<file path="config.mk">
export PLATFORM = sky130hd
export DESIGN_NAME = async_serial_uart_engine
export DESIGN_NICKNAME = d
export VERILOG_FILES = /design/src/logic/uart_pkg.sv /design/src/logic/sync_fifo.sv /design/src/logic/bit_sync.sv /design/src/logic/async_serial_uart_engine.sv
export SDC_FILE = /design/constraint.sdc
export NUM_CORES = 1
export LEC_CHECK = 0
export BUFFER_PORTS_ARGS = -buffer_cell sky130_fd_sc_hd__clkbuf_2
export CAP_MARGIN = 5
export CORE_UTILIZATION = 32
export DETAILED_ROUTE_END_ITERATION = 12
export PLACE_DENSITY = 0.46
export SYNTH_ARGS = -nofsm -noshare
export SYNTH_HDL_FRONTEND = slang
export SYNTH_HIERARCHICAL = 1
export SYNTH_SLANG_ARGS = --single-unit
</file>
<file path="constraint.sdc">
create_clock -name ref_clk -period 3.2 [get_ports ref_clk]
set_clock_uncertainty 0.15 [all_clocks]
set_input_delay 0.48 -clock ref_clk [delete_from_list [all_inputs] [get_ports ref_clk]]
set_output_delay 0.48 -clock ref_clk [all_outputs]
set_load 0.03 [all_outputs]
</file>
<file path="src/logic/uart_pkg.sv">
// Purpose: shared constants and carriers for the async serial engine
// Assumes: one clock, synchronous active-high reset
// Notes:   serial clock is ref_clk or a divided tick from outside

package uart_pkg;

   // sampling: 16 serial clocks per bit, start check at 8
   localparam int unsigned OVERSAMPLE   = 16;
   localparam int unsigned HALF_BIT     = 8;
   localparam logic [3:0]  OVS_LAST     = 4'hF;
   localparam logic [3:0]  OVS_MID      = 4'h7;

   // mode field encodings
   localparam logic [1:0]  PAR_NONE     = 2'h0;
   localparam logic [1:0]  PAR_ZERO     = 2'h1;
   localparam logic [1:0]  PAR_ODD      = 2'h2;
   localparam logic [1:0]  PAR_EVEN     = 2'h3;

   // data width, FIFO depth, receive buffer reset value
   localparam int unsigned CHAR_W       = 9;
   localparam int unsigned FIFO_DEPTH   = 16;
   localparam logic [8:0]  RX_BUF_RESET = 9'h000;

   typedef struct packed {
      logic       rx_enable_bit;
      logic [1:0] parity_select;
      logic       char_length_sel;
      logic       stop_length_sel;
      logic       ninth_bit_enable;
   } async_mode_t;

   typedef struct packed {
      logic parity_err_flag;
      logic framing_err_flag;
      logic overrun_err_flag;
   } async_error_t;

   typedef enum logic [2:0] {
      TX_IDLE   = 3'h0,
      TX_START  = 3'h1,
      TX_DATA   = 3'h3,
      TX_PARITY = 3'h2,
      TX_STOP   = 3'h6
   } tx_state_t;

   typedef enum logic [2:0] {
      RX_IDLE   = 3'h0,
      RX_START  = 3'h1,
      RX_DATA   = 3'h3,
      RX_PARITY = 3'h2,
      RX_STOP   = 3'h6
   } rx_state_t;

endpackage

</file>
<file path="src/logic/sync_fifo.sv">
// Purpose: small synchronous FIFO with valid/ready on both sides
// Assumes: one clock, synchronous reset
// Notes:   full and empty derived from a count, no bypass path

`timescale 1ns/1ps
`default_nettype none

module sync_fifo #(
   parameter int unsigned WIDTH = 9,
   parameter int unsigned DEPTH = 16
) (
   // clock and reset
   input  wire logic             ref_clk,
   input  wire logic             reset,
   // fill side
   input  wire logic             in_valid,
   output logic                  in_ready,
   input  wire logic [WIDTH-1:0] in_data,
   // drain side
   output logic                  out_valid,
   input  wire logic             out_ready,
   output logic      [WIDTH-1:0] out_data
);
   localparam int unsigned AW = $clog2(DEPTH);

   logic [WIDTH-1:0] mem [DEPTH];
   logic [AW-1:0]    wr_ptr_reg;
   logic [AW-1:0]    rd_ptr_reg;
   logic [AW:0]      count_reg;
   wire              push;
   wire              pop;

   assign in_ready  = (count_reg != (AW+1)'(DEPTH));
   assign out_valid = (count_reg != '0);
   assign push      = in_valid && in_ready;
   assign pop       = out_valid && out_ready;
   assign out_data  = mem[rd_ptr_reg];

   always_ff @(posedge ref_clk) begin
      if (push) begin
         mem[wr_ptr_reg] <= in_data;
      end
   end

   always_ff @(posedge ref_clk) begin
      if (reset) begin
         wr_ptr_reg <= '0;
         rd_ptr_reg <= '0;
         count_reg  <= '0;
      end else begin
         if (push) wr_ptr_reg <= wr_ptr_reg + 1'b1;
         if (pop)  rd_ptr_reg <= rd_ptr_reg + 1'b1;
         count_reg <= count_reg + (AW+1)'(push) - (AW+1)'(pop);
      end
   end

endmodule

`default_nettype wire

</file>
<file path="src/logic/bit_sync.sv">
// Purpose: two-flop synchroniser for one level
// Assumes: destination clock ref_clk
// Notes:   resets to the idle-high line level

`timescale 1ns/1ps
`default_nettype none

module bit_sync (
   // clock and reset
   input  wire logic ref_clk,
   input  wire logic reset,
   // level
   input  wire logic async_in,
   output logic      sync_out
);
   logic meta_reg;

   always_ff @(posedge ref_clk) begin
      if (reset) begin
         meta_reg <= 1'b1;
         sync_out <= 1'b1;
      end else begin
         meta_reg <= async_in;
         sync_out <= meta_reg;
      end
   end

endmodule

`default_nettype wire

</file>
<file path="src/logic/async_serial_uart_engine.sv">
// Purpose: full-duplex asynchronous serial transmitter and receiver
// Assumes: serial_tick is a one-cycle pulse per serial clock (16x bit rate)
// Notes:   tx writes pass a 16-word FIFO; the frame engine drains one word
//          only when idle; writes while tx_busy is high never reach the FIFO

`timescale 1ns/1ps
`default_nettype none


// Contract
// - frame is start, 7/8/9 char bits, optional parity, one or two stops.
// - written word launches a frame, start bit then LSB first, framing added.
// - transmitter always enabled, no enable input exists.
// - after a full frame, pulse transmit-complete; line stays idle if nothing new.
// - writes during a frame before transmit-complete are discarded.
// - reset empties the transmitter without a transmit-complete pulse.
// - receive enable low resets receiver, keeps buffer, blocks receive interrupts.
// - re-sample eight serial clocks after falling edge, then every sixteen.
// - high at mid-start rejects edge, halts counter, awaits next edge.
// - completed frame with receiver enabled loads buffer, then receive-complete.
// - errored frame still loads buffer and raises both receive interrupts.
// - clearing enable mid-frame aborts, keeps buffer and status, no interrupts.
// - receive-error interrupt is the OR of parity, framing, overrun flags; code pulses it only in the receive-complete cycle, with receive enabled.
// - error flags clear on buffer read or next frame; new errors set them.
// - parity error when received parity bit disagrees with configured parity.
// - framing error when expected stop bit is not high.
// - overrun when a frame completes before previous character was read.
// - interrupt priority is receive-error, receive-complete, then transmit-complete.
// - ninth bit only with no parity and extended-bit enable set.
// - unused upper buffer bits read zero for 7- or 8-bit characters.
// - receiver samples at sixteen times bit rate.
module async_serial_uart_engine
   import uart_pkg::*;
(
   // clock and reset
   input  wire logic         ref_clk,
   input  wire logic         reset,
   // configuration
   input  wire async_mode_t  async_mode_reg,
   input  wire logic         serial_tick,
   // transmit word
   input  wire logic         tx_write,
   input  wire logic [8:0]   tx_shift_word,
   output logic              tx_write_ready,
   output logic              tx_busy,
   // receive buffer
   input  wire logic         rx_buffer_read,
   output logic [8:0]        rx_buffer_word,
   output logic [7:0]        rx_buffer_low_byte,
   output async_error_t      async_error_status,
   // interrupts
   output logic              tx_done_irq,
   output logic              rx_done_irq,
   output logic              rx_error_irq,
   output logic [1:0]        irq_top_priority,
   // serial line
   output logic              txd,
   input  wire logic         rxd
);
   // decoded mode
   wire       par_on;
   wire       ninth_on;
   wire [3:0] char_bits;
   assign par_on    = (async_mode_reg.parity_select != PAR_NONE);
   assign ninth_on  = !par_on && async_mode_reg.ninth_bit_enable;
   assign char_bits = ninth_on ? 4'h9 : (async_mode_reg.char_length_sel ? 4'h8 : 4'h7);

   // transmit path ------------------------------------------------------
   wire        fifo_valid;
   wire [8:0]  fifo_data;
   wire        fifo_pop;
   tx_state_t  tx_state_reg;
   logic [3:0] tx_ovs_reg;
   logic [3:0] tx_cnt_reg;
   logic [8:0] tx_sh_reg;
   logic       tx_par_reg;
   logic       tx_stop2_reg;
   wire        tx_bit_end;

   wire fifo_in_valid = tx_write && !tx_busy;

   sync_fifo #(
      .WIDTH (CHAR_W),
      .DEPTH (FIFO_DEPTH)
   ) tx_fifo (
      .ref_clk   (ref_clk),
      .reset     (reset),
      .in_valid  (fifo_in_valid),
      .in_ready  (tx_write_ready),
      .in_data   (tx_shift_word),
      .out_valid (fifo_valid),
      .out_ready (fifo_pop),
      .out_data  (fifo_data)
   );

   assign fifo_pop   = (tx_state_reg == TX_IDLE);
   assign tx_bit_end = serial_tick && (tx_ovs_reg == OVS_LAST);

   // busy from accepted write until the frame-complete pulse
   always_ff @(posedge ref_clk) begin
      if (reset) begin
         tx_busy <= 1'b0;
      end else if (tx_done_irq) begin
         tx_busy <= 1'b0;
      end else if (fifo_in_valid && tx_write_ready) begin
         tx_busy <= 1'b1;
      end
   end

   function automatic logic [8:0] char_mask(input logic [3:0] n);
      char_mask = (n == 4'h9) ? 9'h1FF : ((n == 4'h8) ? 9'h0FF : 9'h07F);
   endfunction

   always_ff @(posedge ref_clk) begin
      if (reset) begin
         tx_state_reg <= TX_IDLE;
         tx_ovs_reg   <= '0;
         tx_cnt_reg   <= '0;
         tx_sh_reg    <= '0;
         tx_par_reg   <= 1'b0;
         tx_stop2_reg <= 1'b0;
         txd          <= 1'b1;
         tx_done_irq  <= 1'b0;
      end else begin
         tx_done_irq <= 1'b0;
         if (serial_tick && tx_state_reg != TX_IDLE) begin
            tx_ovs_reg <= tx_ovs_reg + 4'h1;
         end
         case (tx_state_reg)
            TX_IDLE: begin
               txd <= 1'b1;
               if (fifo_valid) begin
                  tx_sh_reg    <= fifo_data & char_mask(char_bits);
                  tx_stop2_reg <= async_mode_reg.stop_length_sel;
                  tx_ovs_reg   <= '0;
                  txd          <= 1'b0;
                  tx_state_reg <= TX_START;
                  case (async_mode_reg.parity_select)
                     PAR_ODD:  tx_par_reg <= ~^(fifo_data & char_mask(char_bits));
                     PAR_EVEN: tx_par_reg <= ^(fifo_data & char_mask(char_bits));
                     default:  tx_par_reg <= 1'b0;
                  endcase
               end
            end
            TX_START: begin
               if (tx_bit_end) begin
                  txd          <= tx_sh_reg[0];
                  tx_sh_reg    <= {1'b0, tx_sh_reg[8:1]};
                  tx_cnt_reg   <= char_bits - 4'h1;
                  tx_state_reg <= TX_DATA;
               end
            end
            TX_DATA: begin
               if (tx_bit_end) begin
                  if (tx_cnt_reg != 4'h0) begin
                     txd        <= tx_sh_reg[0];
                     tx_sh_reg  <= {1'b0, tx_sh_reg[8:1]};
                     tx_cnt_reg <= tx_cnt_reg - 4'h1;
                  end else if (par_on) begin
                     txd          <= tx_par_reg;
                     tx_state_reg <= TX_PARITY;
                  end else begin
                     txd          <= 1'b1;
                     tx_state_reg <= TX_STOP;
                  end
               end
            end
            TX_PARITY: begin
               if (tx_bit_end) begin
                  txd          <= 1'b1;
                  tx_state_reg <= TX_STOP;
               end
            end
            TX_STOP: begin
               if (tx_bit_end) begin
                  if (tx_stop2_reg) begin
                     tx_stop2_reg <= 1'b0;
                  end else begin
                     tx_done_irq  <= 1'b1;
                     tx_state_reg <= TX_IDLE;
                  end
               end
            end
            default: tx_state_reg <= TX_IDLE;
         endcase
      end
   end

   // receive path -------------------------------------------------------
   wire        rxd_s;
   logic       rxd_prev_reg;
   rx_state_t  rx_state_reg;
   logic [3:0] rx_ovs_reg;
   logic [3:0] rx_cnt_reg;
   logic [8:0] rx_sh_reg;
   logic       rx_par_reg;
   logic       rx_stop2_reg;
   logic       rx_unread_reg;
   wire        rx_sample;
   wire        rx_fall;
   wire        rx_enable;

   bit_sync rxd_sync (
      .ref_clk  (ref_clk),
      .reset    (reset),
      .async_in (rxd),
      .sync_out (rxd_s)
   );

   assign rx_enable = async_mode_reg.rx_enable_bit;
   assign rx_fall   = rxd_prev_reg && !rxd_s;
   assign rx_sample = serial_tick && (rx_ovs_reg == OVS_MID);

   // received parity mismatch for the configured mode
   wire par_bad;
   assign par_bad = (async_mode_reg.parity_select == PAR_ZERO) ? rxd_s :
                    (async_mode_reg.parity_select == PAR_EVEN) ? (rx_par_reg ^ rxd_s) :
                    !(rx_par_reg ^ rxd_s);

   wire [8:0] rx_aligned = rx_sh_reg >> (4'h9 - char_bits);

   always_ff @(posedge ref_clk) begin
      if (reset) begin
         rxd_prev_reg <= 1'b1;
      end else begin
         rxd_prev_reg <= rxd_s;
      end
   end

   always_ff @(posedge ref_clk) begin
      if (reset) begin
         rx_state_reg       <= RX_IDLE;
         rx_ovs_reg         <= '0;
         rx_cnt_reg         <= '0;
         rx_sh_reg          <= '0;
         rx_par_reg         <= 1'b0;
         rx_stop2_reg       <= 1'b0;
         rx_unread_reg      <= 1'b0;
         rx_buffer_word     <= RX_BUF_RESET;
         async_error_status <= '0;
         rx_done_irq        <= 1'b0;
      end else begin
         rx_done_irq <= 1'b0;
         if (rx_buffer_read) begin
            async_error_status <= '0;
            rx_unread_reg      <= 1'b0;
         end
         if (serial_tick && rx_state_reg != RX_IDLE) begin
            rx_ovs_reg <= rx_ovs_reg + 4'h1;
         end
         if (!rx_enable) begin
            rx_state_reg <= RX_IDLE;
            rx_ovs_reg   <= '0;
         end else begin
            case (rx_state_reg)
               RX_IDLE: begin
                  if (rx_fall) begin
                     rx_ovs_reg   <= '0;
                     rx_state_reg <= RX_START;
                  end
               end
               RX_START: begin
                  if (rx_sample) begin
                     if (rxd_s) begin
                        rx_ovs_reg   <= '0;
                        rx_state_reg <= RX_IDLE;
                     end else begin
                        rx_cnt_reg   <= char_bits - 4'h1;
                        rx_par_reg   <= 1'b0;
                        rx_sh_reg    <= '0;
                        rx_stop2_reg <= async_mode_reg.stop_length_sel;
                        rx_state_reg <= RX_DATA;
                     end
                  end
               end
               RX_DATA: begin
                  if (rx_sample) begin
                     rx_sh_reg  <= {rxd_s, rx_sh_reg[8:1]};
                     rx_par_reg <= rx_par_reg ^ rxd_s;
                     rx_cnt_reg <= rx_cnt_reg - 4'h1;
                     if (rx_cnt_reg == 4'h0) begin
                        rx_state_reg <= par_on ? RX_PARITY : RX_STOP;
                     end
                  end
               end
               RX_PARITY: begin
                  if (rx_sample) begin
                     rx_par_reg   <= par_bad;
                     rx_state_reg <= RX_STOP;
                  end
               end
               RX_STOP: begin
                  if (rx_sample) begin
                     if (rx_stop2_reg && rxd_s) begin
                        rx_stop2_reg <= 1'b0;
                     end else begin
                        rx_buffer_word <= rx_aligned & char_mask(char_bits);
                        rx_unread_reg  <= 1'b1;
                        rx_done_irq    <= 1'b1;
                        async_error_status.parity_err_flag  <= par_on && rx_par_reg;
                        async_error_status.framing_err_flag <= !rxd_s;
                        async_error_status.overrun_err_flag <= rx_unread_reg
                                                               && !rx_buffer_read;
                        rx_ovs_reg   <= '0;
                        rx_state_reg <= RX_IDLE;
                     end
                  end
               end
               default: rx_state_reg <= RX_IDLE;
            endcase
         end
      end
   end

   assign rx_buffer_low_byte = rx_buffer_word[7:0];

   assign rx_error_irq = rx_enable && rx_done_irq
                         && (|async_error_status);

   assign irq_top_priority = rx_error_irq ? 2'h1 :
                             rx_done_irq  ? 2'h2 :
                             tx_done_irq  ? 2'h3 : 2'h0;

endmodule

`default_nettype wire

</file>
==> results of run 1 <==
-- worst max-delay path, delay by kind of cell (launching register included) --
kind / cells / cell delay, ns
and+or+nand+nor: 5 / 1.07
adders and majority gates: 4 / 0.99
DFF: 1 / 0.31
buffers and inverters: 4 / 0.26
AOI/OAI and AO/OA: 1 / 0.11
-- how the worst max path moves through the flow --
stage	slack, ns	startpoint	cells after the start	to
global placement	0.27	register	9	tx_par_reg
detailed placement	0.25	tx_fifo/count_reg[3]	14	tx_fifo/count_reg[4]
floorplan	0.30	tx_fifo/count_reg[3]	14	tx_fifo/count_reg[4]
CTS	0.22	tx_fifo/count_reg[3]	14	tx_fifo/count_reg[4]
finish	0.23	tx_fifo/count_reg[3]	14	tx_fifo/count_reg[4]
global route	0.04	tx_fifo/count_reg[3]	14	tx_fifo/count_reg[4]
-- layout by cell type (no fill, tap or decap), types with 15 or more instances in the layout --
cell type  instances
nand3_1           22
a211oi_1          18
nand2_1           40
clkbuf_16         26
mux4_1            16
o21ai_0           20
inv_1             27
a21oi_1           51
nor2_1            63
clkbuf_2          48
mux4_2            20
dfxtp_1           80
ha_1              15
edfxtp_1         144
buf_4             31
a22oi_1           21
mux2i_1           17
-- where the power goes --
group | total, uW | internal [uW] | switching (uW)
Combinational | 1690 | 801 | 891
Sequential | 3350 | 3240 | 116
Clock | 2940 | 1790 | 1150
-- final cells by class --
type                    count  area [sq um]  area share [%]
clock buffers              38           716            6.30
clock inverters            10           135            1.19
inverters                  28           105           0.925
multi-input cells         443          3430            30.2
flip-flops and latches    225          5950            52.4
well taps                 390           488            4.30
repair buffers             83           533            4.69
-- through the flow --
step,util [%],setup slack (ns),power [uW],hold WS [ns]
after detailed placement,35.1,0.251,5120,0.243
after global routing,38.0,0.0370,8360,0.119
after floorplan,-,0.303,4690,0.235
after CTS,38.0,0.220,8080,0.0944
after global placement,35.1,0.272,5080,0.241
final,38.0,0.230,7980,0.109
-- timing repair --
item	in CTS	in global routing
buffers inserted	0	0
hold buffers	2	0
endpoints found under the hold margin	2	0
gates resized for setup	0	0
-- cells by family after synthesis --
kind of cell             count (synthesis)  synth area share (%)
flip-flops                             225                  60.7
AND/OR/NAND/NOR                        217                  11.4
AO/OA/AOI/OAI                          138                  8.93
buffers and inverters                   83                  4.44
multiplexers                            53                  10.6
XOR/XNOR                                19                  1.70
adder cells (fa/ha/maj)                 16                  2.12
-- per-layer routing --
metal  part of all wire (%)  wire length (microns)  track usage, %
met3                    4.1                    931            2.13
met2                     48                  10700            24.4
met4                    1.6                    367            3.38
met1                     47                  10500            20.3
met5                      0                      0               0
==> results.yml, run 1 <==
drt:
  vias: 6201
  drtAntennaViolNets: 0
  viasPerCell: 5.10
  drc: 0
  totalWireLength_mm: 22.5
  avgRoutedWirePerCell_microns: 18.5
  first_pass_iters: 5
  drt_iter0_drc: 497
worst_setup_path:
  path_max_fanout: 3
  r2r-start: "tx_fifo/count_reg[3]"
  required_ns: 3.49
  path_common_cell: "inv_1"
  crit_path_top_delay_cell: "or4b_1"
  slowest_delay_ns: 0.46
  reg2reg_slack_ns: 0.23
  end_kind: "register"
  crit_type: "register to register"
  path_cells: "inv_1 -> ha_1 -> or4b_1 -> nand2_1 -> inv_1 -> ha_1 -> inv_1 -> ha_1 -> inv_1 -> fa_1 -> nor2b_1 -> o21bai_1 -> nand3_1 -> nor3b_1"
  cp.arrival_ns: 3.26
  critPathLaunchType: "register"
  ff2ff_path_depth: 14
  rr_endpoint: "tx_fifo/count_reg[4]"
yosys:
  synthCells: 751
  synth_flop_cell: "edfxtp_1"
  yosysMostFrequentCell: "edfxtp_1"
  synth_warnings: 6
  synth_area_leader_cell: "edfxtp_1"
  yosys-top-cells-count: "144 x edfxtp_1, 81 x dfxtp_1, 63 x nor2_1"
  postSynth.asyncResetShare_pct: 0
  synth_edf_count: 144
  synth_cell_types: 73
  synth_seq_cells: 225
  synth_top_cells_by_area: "edfxtp_1 44%, dfxtp_1 17%, mux4_2 4.6%"
  yosysSeqAreaShare_pct: 60.7
  syn_area_sq_mm: 0.00979
  syn_avg_cell_area_sq_um: 13.0
  synth.top_cell.area_share_pct: 44.2
  syn-num-nets: 788
cts:
  htreeDepth: 1
  cts_sinks: 225
  cts-root-buf: "clkbuf_16"
  cts_tree: "yes"
  clkSlewWorstSetupHoldPaths_ns: 0.06
  worst_skew_pair.late_latency_ns: 0.52
  cts.path.max_buffers: 3
  cts_buffers: 26
final_layout:
  drive_gt1_share_pct: 17.8
  largest_register_ff_count: 144
  stdcell_count: 1217
  finalInstanceArea_sq_mm: 0.0114
  nNetsFinal: 844
  fillerInstances: 2830
  regMostFlops: "tx_fifo/mem"
  antenna_cells: 0
  area_growth_pct: 16.0
placement:
  globalplace.congestion: 0.808
  place_area_sq_mm: 0.0105
  io_buffers: 48
  dp.cells: 1167
  hpwl_mm: 14.9
sta:
  hold_viol_final: 0
  fin_crit_ns: 2.97
  slew_viol_final: 0
  max_freq_mhz: 337
  finalSetupViolCount: 0
  relSlewSlack_pct: 51.6
  fin_tns_setup_ns: 0
  fin_crit_sh_pct: 92.8
  rsz0062_at_grt: "no"
  worstMarginPinSlew_ns: 0.725
floorplan:
  initial_utilization_pct: 32.8
  row_count: 63
  pin_count: 49
  dieWidth_microns: 177
  die_h_microns: 177
  core_sq_mm: 0.0299
  die-area_sq_mm: 0.0313
grt:
  gr-usage-all-layers_pct: 14.7
  gr-total-overflow: 0
  grt_max_degree: 37
  grt_pass1_vias: 6271
  antenna_found_initial: 0
  grt_pass1_wl_mm: 35.5
min_path:
  min_to: "tx_busy"
  min_path_cells: 3
  min-delay-path-class: "primary input to register"
  min_from: "tx_write"
power:
  p_leak_uw: 0.00393
  peakVddDrop_uv: 404
  powerDensity_mw_per_mm2: 703
job:
  drv_cap: 0
run_status:
  status: "complete, no violations"
Note: power is estimated with default switching activity, not from simulation.
==> run 2, diff against run 1 <==
Settings changed: CORE_UTILIZATION 32 to 39, PLACE_DENSITY 0.46 to 0.54.
==> run 2 against run 1 <==
  * Register-to-register slack got worse by 0.04 ns
  * Clock-buffer cell count decreased by 7
  * Core utilization increased by 7.5 points
  * Cell count decreased by 6.5%
  * Final area decreased by 1.9%
  * Non-clock buffer count decreased by 11
  * Combinational power about the same
  * First-iteration DRC count decreased by 8.9%
  * Via count decreased by 1.1%
  * Sequential power about the same
  * Critical path type unchanged
  * Critical endpoint unchanged
==> results.yml, run 2 (same netlist as run 1, synthesis figures left out) <==
run_status:
  status: "complete, no violations"
cts:
  worst_skew_pair.late_latency_ns: 0.52
  htreeDepth: 1
  cts-root-buf: "clkbuf_16"
  clkSlewWorstSetupHoldPaths_ns: 0.06
  cts_tree: "yes"
  cts_sinks: 225
  cts_buffers: 25
  postCtsSetupBuffers: 0
  cts.path.max_buffers: 3
sta:
  hold_viol_final: 0
  relSlewSlack_pct: 52.0
  max_freq_mhz: 332
  holdWs_ns: 0.109
  slew_viol_final: 0
  finalSetupViolCount: 0
  rsz0062_at_grt: "no"
  fin_crit_sh_pct: 94.2
  fin_crit_ns: 3.02
  worstMarginPinSlew_ns: 0.720
  fin_tns_setup_ns: 0
floorplan:
  initial_utilization_pct: 40.0
  core_sq_mm: 0.0245
  pin_count: 49
  row_count: 57
  die-area_sq_mm: 0.0257
  dieWidth_microns: 160
  die_h_microns: 160
worst_setup_path:
  required_ns: 3.42
  path_cells: "inv_1 -> ha_1 -> or4b_1 -> nand2_1 -> inv_1 -> ha_1 -> inv_1 -> ha_1 -> inv_1 -> fa_1 -> nor2b_1 -> o21bai_1 -> a21oi_1 -> nor3b_1"
  slowest_delay_ns: 0.48
  crit_type: "register to register"
  crit_path_top_delay_cell: "or4b_1"
  path_max_fanout: 3
  cp.arrival_ns: 3.24
  end_kind: "register"
  cp_top_family: "adder cells"
  reg2reg_slack_ns: 0.18
  path_common_cell: "inv_1"
  path_buf_inv: 4
  critPathLaunchType: "register"
final_layout:
  mostFrequentLayoutCells: "144 x edfxtp_1, 80 x dfxtp_1, 63 x nor2_1"
  fillerInstances: 2158
  area_growth_pct: 13.8
  regMostFlops: "tx_fifo/mem"
  stdcell_count: 1138
  antenna_cells: 0
  mostFrequentLayoutCell: "edfxtp_1"
  nNetsFinal: 832
  drive_gt1_share_pct: 16.8
  finalInstanceArea_sq_mm: 0.0111
  largest_register_ff_count: 144
grt:
  antenna_found_initial: 0
  gr-total-overflow: 0
  grt_pass1_vias: 6074
  grt_max_degree: 37
  grt_pass1_wl_mm: 33.4
  gr-usage-all-layers_pct: 16.4
drt:
  totalWireLength_mm: 20.9
  drt_iter0_drc: 453
  first_pass_iters: 5
  vias: 6134
  drtAntennaViolNets: 0
  drc: 0
  viasPerCell: 5.39
  avgRoutedWirePerCell_microns: 18.4
power:
  total_power_uw: 7820
  peakVddDrop_uv: 442
  powerDensity_mw_per_mm2: 702
  p_leak_uw: 0.00386
job:
  drv_cap: 0
placement:
  globalplace.congestion: 0.726
  hpwl_mm: 13.7
  io_buffers: 48
  dp.cells: 1090
  place_area_sq_mm: 0.0103
min_path:
  min-delay-path-class: "primary input to register"
==> run 2: layout make-up <==
cell class | instances | area [sq um] | share of cell area [%]
Inverter | 28 | 105 | 0.943
Tap cell | 324 | 405 | 3.64
Clock buffer | 31 | 648 | 5.82
Timing Repair Buffer | 72 | 450 | 4.04
Sequential cell | 225 | 5950 | 53.4
Multi-Input combinational cell | 443 | 3430 | 30.8
Clock inverter | 15 | 154 | 1.38
==> run 2: what timing repair did <==
action / in CTS / in global routing
hold buffers: 2 / 0
gates resized for setup: 0 / 0
endpoints found under the hold margin: 2 / 0
==> run 2: worst reg2reg max path, cell delays in order (launching register included) <==
cell	delay [ns]
dfxtp_1	0.32
inv_1	0.08
ha_1	0.16
or4b_1	0.48
nand2_1	0.15
inv_1	0.06
ha_1	0.27
inv_1	0.06
ha_1	0.15
inv_1	0.07
fa_1	0.41
nor2b_1	0.18
o21bai_1	0.11
a21oi_1	0.16
nor3b_1	0.06
==> run 2: per-stage QoR <==
step | util (%) | worst slack, ns
after floorplan | - | 0.303
after global placement | 42.2 | 0.349
after detailed placement | 42.2 | 0.200
after CTS | 45.6 | 0.184
after global routing | 45.6 | 0.0220
final | 45.6 | 0.185
==> run 2: worst paths after layout <==
check | endpoint | depth (start not counted) | from
worst max-delay path | tx_fifo/count_reg[4] | 14 | tx_fifo/count_reg[3]
worst min-delay path | tx_stop2_reg | 3 | async_mode_reg[1]
worst max register to register | tx_fifo/count_reg[4] | 14 | tx_fifo/count_reg[3]
worst min register to register | rxd_sync/sync_out | 1 | rxd_sync/meta_reg
==> run 2: per-layer routing <==
| layer | global-route usage (%) | wire [microns] | share of wire [%] |
|---|---|---|---|
| met4 | 4.24 | 405 | 1.9 |
| met5 | 0 | 0 | 0 |
| met2 | 27.2 | 10000 | 48 |
| met1 | 22.6 | 9770 | 47 |
| met3 | 2.40 | 711 | 3.4 |
==> run 2: power breakdown <==
group	leakage, uW	total, uW	internal [uW]	switching, uW
sequential	0.00196	3330	3240	89.0
combinational	0.00151	1700	781	915
clock	0.000390	2800	1680	1120
